===== src/logic/uef_pkg.sv =====
package uef_pkg;
  // Number of endpoints served
  localparam int UEF_NUM_EP = 6;
  // Register offsets on the plain port
  localparam logic [7:0] UEF_FIFO_RST_OFS = 8'hd5; // endpoint_fifo_reset_ctrl
  localparam logic [7:0] UEF_SUMMARY_OFS = 8'hf8; // endpoint_irq_summary
  localparam logic [7:0] UEF_IRQ_EN_OFS = 8'hd6; // endpoint_irq_enable_reg
  localparam logic [7:0] UEF_IRQ_STAT_OFS = 8'hd7; // Sticky event status
  localparam logic [7:0] UEF_IRQ_MASK_OFS = 8'hd8; // Event mask
  // Reset values
  localparam logic [5:0] UEF_FIFO_RST_INIT = 6'h00;
  localparam logic [5:0] UEF_IRQ_EN_INIT = 6'h00;
  localparam logic [5:0] UEF_MASK_INIT = 6'h00;
  // Reserved upper bits of an 8-bit register
  localparam logic [1:0] UEF_RSVD_ZERO = 2'h0;
endpackage


===== src/logic/uef_src_flag.sv =====
// One endpoint's summary flag and its rising-edge event
module uef_src_flag
  import uef_pkg::*;
#(
  parameter int SRC_W = 5 // Status sources per endpoint
)
(
  input wire logic mclk,
  input wire logic reset_n,
  input wire logic [SRC_W-1:0] src,
  output logic pending,
  output logic rise
);
  // Registered summary flag
  typedef struct packed {
    logic pend;
  } uef_flag_s;
  uef_flag_s st_reg, st_next;

  // Flag follows OR of all sources, clears itself when all drop
  always_comb begin
    st_next = st_reg;
    st_next.pend = |src;
  end

  // State register
  always_ff @(posedge mclk or negedge reset_n) begin
    if (!reset_n) begin
      st_reg <= '0;
    end else begin
      st_reg <= st_next;
    end
  end

  assign pending = st_reg.pend;
  assign rise = st_next.pend & ~st_reg.pend;
endmodule // uef_src_flag


===== src/logic/uef_ctrl.sv =====
module uef_ctrl
  import uef_pkg::*;
(
  input wire logic mclk,
  input wire logic reset_n,
  input wire logic [7:0] addr,
  input wire logic [7:0] wdata,
  input wire logic wr_stb,
  input wire logic rd_stb,
  output logic [7:0] rdata,
  input wire logic [4:0] ep_src [UEF_NUM_EP],
  output logic [5:0] ep_fifo_flush,
  output logic usb_ep_irq,
  output logic irq
);
  // All register-file state in one struct; the summary flags are held in the flag instances
  typedef struct packed {
    logic [5:0] fifo_rst;
    logic [5:0] irq_en;
    logic [5:0] stat;
    logic [5:0] mask;
    logic [7:0] rdata;
  } uef_state_s;
  uef_state_s st_reg, st_next;

  logic [5:0] pend; // Summary flags per endpoint
  logic [5:0] rise; // New-pending events

  // Per-endpoint flag instances
  genvar g;
  generate
    for (g = 0; g < UEF_NUM_EP; g++) begin : g_ep
      uef_src_flag u_flag (
        .mclk(mclk),
        .reset_n(reset_n),
        .src(ep_src[g]),
        .pending(pend[g]),
        .rise(rise[g])
      );
    end
  endgenerate

  // Next-state logic for registers and read data
  always_comb begin
    st_next = st_reg;
    st_next.rdata = 8'h00;
    // Register writes
    if (wr_stb) begin
      unique case (addr)
        // Only low six bits stored; upper bits dropped
        UEF_FIFO_RST_OFS: st_next.fifo_rst = wdata[5:0];
        UEF_IRQ_EN_OFS: st_next.irq_en = wdata[5:0];
        UEF_IRQ_MASK_OFS: st_next.mask = wdata[5:0];
        default: ;
      endcase
    end
    // Reads, data one cycle later
    if (rd_stb) begin
      unique case (addr)
        UEF_FIFO_RST_OFS: st_next.rdata = {UEF_RSVD_ZERO, st_reg.fifo_rst};
        UEF_SUMMARY_OFS: st_next.rdata = {UEF_RSVD_ZERO, pend};
        UEF_IRQ_EN_OFS: st_next.rdata = {UEF_RSVD_ZERO, st_reg.irq_en};
        UEF_IRQ_STAT_OFS: st_next.rdata = {UEF_RSVD_ZERO, st_reg.stat};
        UEF_IRQ_MASK_OFS: st_next.rdata = {UEF_RSVD_ZERO, st_reg.mask};
        default: st_next.rdata = 8'h00; // Unmapped reads zero
      endcase
    end
    // Sticky status: read clears, but a same-cycle event wins
    if (rd_stb && addr == UEF_IRQ_STAT_OFS) begin
      st_next.stat = rise;
    end else begin
      st_next.stat = st_reg.stat | rise;
    end
  end

  // State register
  always_ff @(posedge mclk or negedge reset_n) begin
    if (!reset_n) begin
      st_reg <= '{fifo_rst: UEF_FIFO_RST_INIT, irq_en: UEF_IRQ_EN_INIT,
                  stat: 6'h00, mask: UEF_MASK_INIT, rdata: 8'h00};
    end else begin
      st_reg <= st_next;
    end
  end

  // Each bit flushes only its own FIFO
  assign ep_fifo_flush = st_reg.fifo_rst;
  // USB interrupt gated per endpoint
  assign usb_ep_irq = |(pend & st_reg.irq_en);
  // Event interrupt level
  assign irq = |(st_reg.stat & st_reg.mask);
  assign rdata = st_reg.rdata;

  // Per-endpoint OR of the raw sources, feeds the checks below only
  logic [5:0] src_any;
  always_comb begin
    src_any = 6'h00;
    for (int i = 0; i < UEF_NUM_EP; i++) begin
      src_any[i] = |ep_src[i];
    end
  end
endmodule // uef_ctrl


===== config.mk =====
export PLATFORM = sky130hd
export DESIGN_NAME = uef_ctrl
export DESIGN_NICKNAME = d
export VERILOG_FILES = /design/src/logic/uef_pkg.sv /design/src/logic/uef_src_flag.sv /design/src/logic/uef_ctrl.sv
export SDC_FILE = /design/constraint.sdc
export NUM_CORES = 1
export LEC_CHECK = 0
export BUFFER_PORTS_ARGS = -buffer_cell sky130_fd_sc_hd__buf_2
export CORE_AREA = 8 8 71 73
export DETAILED_ROUTE_END_ITERATION = 10
export DIE_AREA = 0 0 79 81
export PLACE_DENSITY = 0.76
export SYNTH_ARGS = -nofsm -noshare
export SYNTH_HDL_FRONTEND = slang
export SYNTH_SLANG_ARGS = --single-unit

===== constraint.sdc =====
create_clock -name mclk -period 1 [get_ports mclk]
set_input_delay 0.05 -clock mclk [delete_from_list [all_inputs] [get_ports mclk]]
set_output_delay 0.05 -clock mclk [all_outputs]
set_load 0.03 [all_outputs]

# After elaboration in Yosys (flattened, before gate mapping)
# Index checks and enable logic that the tools add are counted.
[totals]
reg_bits = 38
inputBits = 50
output_inout_bits = 16
word_cells = 46
[op_classes]
n_eq_ne = 5
n_mux = 3
bitwise = 15
n_reduce_logical = 12
[op_table]
columns = ["cell", "count"]
rows = [
  ["equality test 8 bit, second input constant", 5],
  ["one-hot mux 6 bit (5 select lines)", 1],
  ["OR reduction 5 bit", 6],
  ["bitwise AND 6 bit", 2],
  ["two-way mux 6 bit", 2],
  ["OR reduction 6 bit", 2],
  ["bitwise AND 1 bit", 6],
  ["NOT 1 bit", 6],
  ["OR 6 bit", 1],
  ["AND reduction 2 bit", 3],
  ["logical AND 1 bit", 1],
]

# Depth between registers and ports, before layout
# Gate-level depths: netlist (run 1).
[depth]
word_depth = 4
depth_mapped = 5
mapped_depth_nobuf = 3

# By module
# A second synthesis (run 1) with hierarchy kept.
[hier_totals]
cells_unflattened = 157
hier_area_um2 = 1859.3
[by_module_without_submodules]
columns = ["module", "n_inst", "cells_per_inst", "area_per_inst_um2", "seq_area_each_um2"]
rows = [
  ["uef_ctrl", 1, 127, 1574.0, 750.7],
  ["uef_src_flag", 6, 5, 47.5, 25.0],
]

# Worst setup path before layout (run 1)
# OpenSTA, ideal clock, no wires.
[synth_timing]
kind = "input-to-reg"
start = "in addr[0]"
end = "reg st_reg[10] in the netlist's numbering"
setup_time_ps = 125
arrival_time_ps = 1343
required_ps = 875
path_slack_ps = -467
cell_stages = 4
n_path_buf = 1
path_cell_list = "or4b_1 > buf_6 > nor3_4 > mux2_2"
[synth_between]
elab_chain_len = 2
[synth_lines]
columns = ["element", "line_no", "rtl"]
rows = [
  ["from (decl)", "uef_ctrl.sv:6", "input wire logic [7:0] addr,"],
  ["equality test 8 bit", "uef_ctrl.sv:49", "unique case (addr)"],
  ["AND reduction 2 bit (no line)", "-", ""],
  ["to (signal assigned)", "uef_ctrl.sv:79", "st_reg <= '{fifo_rst: UEF_FIFO_RST_INIT, irq_en: UEF_IRQ_EN_INIT,"],
  ["to (signal assigned)", "uef_ctrl.sv:82", "st_reg <= st_next;"],
  ["to (decl)", "uef_ctrl.sv:24", "uef_state_s st_reg, st_next;"],
]
# No other way between the ends.
# A chain may end at the register's enable or synchronous reset.

# Worst setup path in the final report (run 1)
[layout_timing]
start = "reg st_reg[24] in the netlist's numbering"
end = "out usb_ep_irq"
[layout_between]
elab_chain_len = 2
[layout_lines]
columns = ["element", "line_no", "rtl"]
rows = [
  ["bitwise AND 6 bit", "uef_ctrl.sv:89", "assign usb_ep_irq = |(pend & st_reg.irq_en);"],
  ["OR reduction 6 bit", "uef_ctrl.sv:89", ""],
  ["to (decl)", "uef_ctrl.sv:13", "output logic usb_ep_irq,"],
]
# No other way between the ends.

==> run summary, run 1 <==
The flow ran to the end, but the final reports show violations. The checks that failed: hold timing, setup timing. The fraction of the cycle the final worst path needs was 1.27. The total length of routed met3 wires was 434 um; the post-cts hold buffer count was 25. The horizontal die dimension was 79 um; the sum of negative setup slack was -1770 ps. Of all cell types, the one taking the most synthesized area is sky130_fd_sc_hd__dfrtp_1.

The number of antenna diodes in the final layout is 0. The logs give 0.492 for the sequential element share of the synthesized area and 15 for the setup violation total in the final timing report. After synthesis, the mean cell area works out to 11.7 um^2.

The mapped netlist covers 1830 um^2. The most common cell after layout, fill and taps aside was sky130_fd_sc_hd__buf_2. After layout, the minimum clock period comes to 1270 ps. The gate count after technology mapping was 157; the deepest clock path buffer count was 2. With fillers left out, the area of the finished cells amounts to 2880 um^2. For the clock insertion delay at the later pin of the skew report, the log shows 290 ps. In the layout the commonest cells are 57 x sky130_fd_sc_hd__buf_2, 36 x sky130_fd_sc_hd__dfrtp_1, 25 x sky130_fd_sc_hd__dlygate4sd3_1.

For the worst setup path, the data arrival time is 1220 ps. The logs give 309 for the filler-free cell count of the finished design and 9070 um for the global-route wire length before repair. The tools report the final worst setup slack as -268 ps. The H-tree was split into 2 levels.

Setup repair after global routing could not meet its margin everywhere. The run gives 0.00137 uW as the total leakage power. The critical setup path kind was flip-flop to output port.

The initial antenna violation count is 0. The filler cell count in the final layout is 263, and the area of the core is 3910 um^2. In this run the worst hold path is classified as input port to flip-flop. The endpoint identified for the worst register-to-register timing path is rdata[3]. The tools report the beginning of the worst register-to-register path as st_reg[17].

Across all register-to-register paths, the minimum setup slack is -200 ps. For this design, the sink count on the clock tree is 36. 66 I/O pins were placed. After detailed placement, the total cell area comes to 2250 um^2. The number of nets in the final layout was 308. The number of routed nets with antenna violations was 0; the pin count of the biggest net entering global routing was 37.

The async set-reset flop share out of synthesis is 1.00. For the final database, setup skew stands at 6.35 ps. The detailed router put a total of 2280 um of wire on met1. After synthesis, the cell types taking the most area are sky130_fd_sc_hd__dfrtp_1 49%, sky130_fd_sc_hd__mux2_2 11%, sky130_fd_sc_hd__mux2i_1 6.6%.

Across all layers, the routed design uses 1698 vias. The tools report the critical path startpoint category as a flip-flop. The flip-flop and latch count after synthesis was 36; the height of the die was 81 um. Of all nets on the critical path, the largest fanout is 3.

For the worst setup path, the data required time is 950 ps. The tools report the total met2 wirelength after detailed routing as 3000 um. HPWL after detailed placement: 3710 um. The tools report the aggregate global-route resource usage as 0.181. In this run the most critical hold path is launched from ep_src[25]. For this run, design rule violations remaining after detail routing come to 0.

For this run, the leading register cell type out of synthesis is sky130_fd_sc_hd__dfrtp_1. Clock-pin slew was measured on the worst setup and hold paths at 70 ps. The number of maximum-capacitance constraint violations is 0, and the area enclosed by the die boundary is 6400 um^2. STA classifies the critical path endpoint as an output port.

The most critical setup path has its endpoint at usb_ep_irq. The fraction of synthesized cell area taken by the top area cell type works out to 0.492. The synthesis warning total was 0. The starting density of the core is 0.468, and the count of standard-cell rows is 23.

The number of DRC markers after the initial detailed-route iteration was 84. The netlist uses 30 different library cells. The CTS root buffer is sky130_fd_sc_hd__clkbuf_8. The number of max-slew violations in the final report is 0. The count of final hold-check violations is 2. The via density per instance works out to 5.50.

The power per cell area is 1150 nW/um^2, and the highest ir drop seen on vdd is 815 uV. The share of post-route cells with drive strength above 1 was 0.533; the number of global-route vias before repair was 1847. The number of buffers inserted by port buffering is 61. Global routing finished with a remaining overflow of 0.

Based on the critical path, the design can be clocked at up to 789 MHz. Clock tree synthesis inserted a total of 5 buffers. The worst register-to-register path has a depth of 5. At the end of routability-driven placement, the weighted congestion stood at 0.833.

The register with the most flip-flops in the layout has 18 of them. The critical path starts at st_reg[24]. The highest layer touched by signal routing is met4. The number of cells in the design after placement came out at 265. The final-layout worst hold slack is -28.3 ps, and the first-pass iteration count of the detailed router is 4.

Relative to the synthesized area, the layout overhead comes to 57.6%. The number of enable-type register cells in the synthesized netlist is 0, and the average wire per cell in the routed design is 18.7 um. TritonCTS built the clock tree. The aggregate routed wire length is 5790 um.
## cell usage after synthesis, types with 2 or more instances
master                      n
sky130_fd_sc_hd__nand3_1    2
sky130_fd_sc_hd__buf_4     15
sky130_fd_sc_hd__nor2_1     6
sky130_fd_sc_hd__a211oi_1   6
sky130_fd_sc_hd__a21oi_1    6
sky130_fd_sc_hd__mux2_2    18
sky130_fd_sc_hd__dfrtp_1   36
sky130_fd_sc_hd__o22a_1     5
sky130_fd_sc_hd__nand2_1    7
sky130_fd_sc_hd__a21o_1     6
sky130_fd_sc_hd__and4_1     2
sky130_fd_sc_hd__a22oi_1    6
sky130_fd_sc_hd__nor3_1     6
sky130_fd_sc_hd__nand4_1    8
sky130_fd_sc_hd__buf_2      2
sky130_fd_sc_hd__mux2i_1   12
## per-stage QoR
| stage | worst slack, ps | hold slack, ps | power, uW | util |
|---|---|---|---|---|
| floorplan | -405 | -246 | 1860 | - |
| global placement | -479 | 23.3 | 2070 | 0.576 |
| detailed placement | -516 | 27.5 | 2080 | 0.576 |
| CTS | -247 | -36.7 | 3280 | 0.704 |
| global route | -297 | -27.9 | 3470 | 0.737 |
| finish | -268 | -28.3 | 3330 | 0.737 |
## routing by layer
metal	GRT usage	up-vias
met5	0	-
met4	0.0593	0
met3	0.0695	8
met2	0.306	65
met1	0.207	854
li1	-	771
## kinds of logic (layout without fill, tap and decap cells)
kind of cell / count (synthesis) / in the layout / synth area share
compound gates: 31 / 31 / 0.124
buf+inv: 20 / 121 / 0.0772
flops: 36 / 36 / 0.492
mux: 30 / 30 / 0.176
other cells: 1 / 2 / 0.00205
simple gates: 39 / 39 / 0.129
## worst min path at each step
stage	cells after the start	to	slack, ps
after global placement	2	ep_fifo_flush[0]	20
final	3	g_ep[0].u_flag.pending	-30
after global routing	3	g_ep[0].u_flag.pending	-30
after detailed placement	2	st_reg[14]	30
after floorplan	0	ep_fifo_flush[0]	-250
after CTS	3	g_ep[0].u_flag.pending	-40
## critical path, stage by stage, from the launching register on
cell                      delay (ps)
sky130_fd_sc_hd__dfrtp_1         410
sky130_fd_sc_hd__a22oi_1         210
sky130_fd_sc_hd__nand3_1         140
sky130_fd_sc_hd__buf_6           170
## power breakdown
group          leakage [uW]  switching (uW)  internal, uW
combinational      0.000878             328           371
sequential         0.000440            51.9          1510
clock             0.0000510             518           549
## timing repair
action                                  CTS  global route
buffers inserted                          5             6
endpoints found under the setup margin   21            23
pin swaps                                 7            11
endpoints found under the hold margin    42             2
resized for setup                        24            19
## final cells by class
| type | instances | area (um^2) | share of cell area |
|---|---|---|---|
| multi-input combinational | 102 | 977 | 0.339 |
| sequential | 36 | 901 | 0.312 |
| timing repair buffer | 113 | 851 | 0.295 |
| clock buffer | 6 | 82.6 | 0.0286 |
| tap | 50 | 62.6 | 0.0217 |
| clock inverter | 2 | 10.0 | 0.00347 |
Note: power is estimated with default switching activity, not from simulation.
==> run 2, diff against run 1 <==
CORE_AREA = 8 8 73 75   (was 8 8 71 73)
DIE_AREA = 0 0 81 83   (was 0 0 79 81)
PLACE_DENSITY = 0.72   (was 0.76)
==> run 2 against run 1 <==
The flow still finishes with violations (hold timing, setup timing). Highest routed layer unchanged. Critical path type unchanged. Sequential share of layout area grew 0.15 points. Design area shrank 0.48%. Core utilization shrank 5.4 points. Largest power group unchanged.
==> run summary, run 2 (synthesis gave the netlist of run 1 again) <==
The flow ran to the end, but the final reports show violations. The final reports fail on hold timing, setup timing. The starting density of the core came out at 0.435 (-0.0323). The root buffer cell chosen for the clock tree is sky130_fd_sc_hd__clkbuf_8. In this run the worst hold path is classified as input port to flip-flop. The sum of negative setup slack came out at -1360 ps (+407 ps). The most common cell after layout, fill and taps aside was sky130_fd_sc_hd__buf_2.

The first-pass iteration count of the detailed router is 4 (unchanged), and the global placement routability congestion is 0.806 (-3.3%). The logs give 0 (unchanged) for the number of max-slew violations in the final report and 2260 um^2 (+0.44%) for the cell area after placement. The global-route wire length before repair is 8850 um (-2.4%), and the net switching power figure is 913 uW (+1.7%).

The critical path in this run is classified as flip-flop to output port. The clock insertion delay at the later pin of the skew report is 300 ps (about the same), and the horizontal die dimension is 81 um (+2.5%). Number of maximum-capacitance constraint violations: 0 (unchanged). STA classifies the critical path endpoint as an output port.

The HPWL after detailed placement was 3660 um (-1.5%); the count of final hold-check violations was 2 (unchanged). Part of the total power dissipated in the clock network: 0.389 (+0.068). The via density per instance was 5.33 (-3.0%); the design area was 2870 um^2 (-0.48%). The tools report the worst path required time as 950 ps (about the same). The count of standard-cell rows is 24 (+4.3%), and the critical-path maximum fanout is 3 (unchanged).

The number of DRC markers after the initial detailed-route iteration was 91 (+8.3%). The run gives 268 (+1.1%) as the number of cells in the design after placement. The pre-CTS setup slack came out at -502 ps (+13.9 ps).

Walking the worst path, the cells encountered are a22oi_2, nand3_2, buf_6. The run gives 66 (unchanged) as the number of top-level design ports. The part of the total power dissipated in sequential elements is 0.427 (-0.042).

For the via count, the log shows 1637 (-3.6%). In the layout the commonest cells are 57 x sky130_fd_sc_hd__buf_2, 36 x sky130_fd_sc_hd__dfrtp_1, 27 x sky130_fd_sc_hd__dlygate4sd3_1. The internal cell power is 2750 uW (+13%).

For the total CTS buffers, the log shows 5 (unchanged). The tools report the pin count of the biggest net entering global routing as 37 (unchanged). The aggregate global-route resource usage is 0.169 (-0.0121), and the number of flip-flops under the largest register name is 18 (unchanged).

The number of inserted diodes came out at 0 (unchanged). The combined buffer and inverter count along the critical path is 1 (unchanged). The area of the core was 4200 um^2 (+7.4%). The highest ir drop seen on vdd came out at 686 uV (-16%). For the maximum clock skew at final layout, the log shows 4.55 ps (-1.80 ps). The initial antenna violation count is 0 (unchanged).

The filler-free cell count of the finished design came out at 307 (-0.65%). The switching power share of the total was 0.249 (-0.0205). TritonCTS built the clock tree. The share of post-route cells with drive strength above 1 came out at 0.537 (+0.00444).

The deepest clock path buffer count was 2 (unchanged); the CTS sink count was 36 (unchanged). The setup violation total in the final timing report is 14 (-1), and the power per cell area is 1280 nW/um^2 (+11%). The final-layout worst hold slack is -49.5 ps (-21.2 ps), and the aggregate routed wire length is 5560 um (-3.9%). The slowest stage of the critical path belongs to the cell sky130_fd_sc_hd__dfrtp_1. Setup repair after global routing could not meet its margin everywhere. The combinational fraction of design power was 0.185 (-0.025); the clock transition at the registers of the reported paths was 70 ps (about the same).

The number of H-tree levels was 2 (unchanged). The height of the die is 83 um (+2.5%), and the signal arrival time at the worst endpoint is 1190 ps (-30 ps). The delay contributed by the slowest stage of the critical path is 410 ps (about the same), and the number of global-route vias before repair is 1777 (-3.8%). The total overflow reported by the global router was 0 (unchanged); the average wire per cell in the routed design was 18.1 um (-3.2%). The number of routed nets with antenna violations is 0 (unchanged), and the final worst setup slack is -240 ps (+28.0 ps). STA classifies the critical path startpoint as a flip-flop.

The number of remaining DRC errors is 0 (unchanged), and the final period demand of the worst path is 1240 ps (-28.0 ps). The tools report the maximum frequency from static timing analysis as 806 MHz (+2.3%). The number of buffers inserted by port buffering was 61 (unchanged). The number of nets in the final layout is 304 (-1.3%). The fraction of the cycle the final worst path needs was 1.24 (-0.0280). The gate family responsible for the most delay along the worst path was flip-flops. Signed area change from the synthesized netlist to the final layout: 56.8%. The area enclosed by the die boundary came out at 6720 um^2 (+5.1%). The total leakage power is 0.00136 uW (-0.97%).
==> run 2: cell types whose count changed in the layout (fill, tap and decap cells not counted), sizes merged <==
cell	delta
bufinv	+1
dlygate4sd3	+2
buf	-6
clkinv	-2
clkbuf	+1
==> run 2: cell type report <==
type / instances / area, um^2
clock buffers: 7 / 96.3
clock inverters: 1 / 30.0
fillers: 303 / 1330
multi-input cells: 102 / 980
flip-flops and latches: 36 / 901
well taps: 52 / 65.1
repair buffers: 109 / 798
==> run 2: timing repair <==
action                                  4_1_cts  5_1_grt
hold endpoints to repair                     42        4
cloned                                        0        0
buffers inserted                              3        1
endpoints found under the setup margin       26       19
pin swaps                                     8        3
gates resized for setup                      30        7
hold buffers                                 22        5
==> run 2: worst paths after layout <==
kind                       cells after the start                      to  slack, ps  startpoint
max                                            3                     irq       -240  st_reg[17]
min                                            3  g_ep[5].u_flag.pending        -50   ep_src[1]
max reg2reg                                    3                rdata[3]        -30  st_reg[17]
min reg2reg                                    1              st_reg[16]        540  st_reg[16]
max in group asynchronous                      3        ep_fifo_flush[5]        590     reset_n
min in group asynchronous                      3              st_reg[25]        240     reset_n
==> run 2: power groups by stage <==
stage,Clock (uW),Combinational [uW],Sequential (uW)
after detailed placement,0,497,1580
after CTS,1420,640,1560
final,1420,676,1560
after global routing,1490,726,1570
after global placement,0,492,1580
after floorplan,0,293,1570
==> run 2: worst min-delay path, delay by kind of cell <==
| family | cells | cell delay (ps) |
|---|---|---|
| buf+inv | 1 | 80 |
| simple gates | 2 | 90 |
==> run 2: layer usage <==
layer	track usage	routed length [um]
met1	0.198	2220
met2	0.273	2780
met3	0.0496	358
met4	0.0813	204
met5	0	0
==> run 2: stage by stage <==
step / util / total power, uW
6_report: 0.683 / 3660
3_5_place_dp: 0.539 / 2080
5_1_grt: 0.683 / 3780
3_3_place_gp: 0.539 / 2070
2_1_floorplan: - / 1860
4_1_cts: 0.661 / 3620
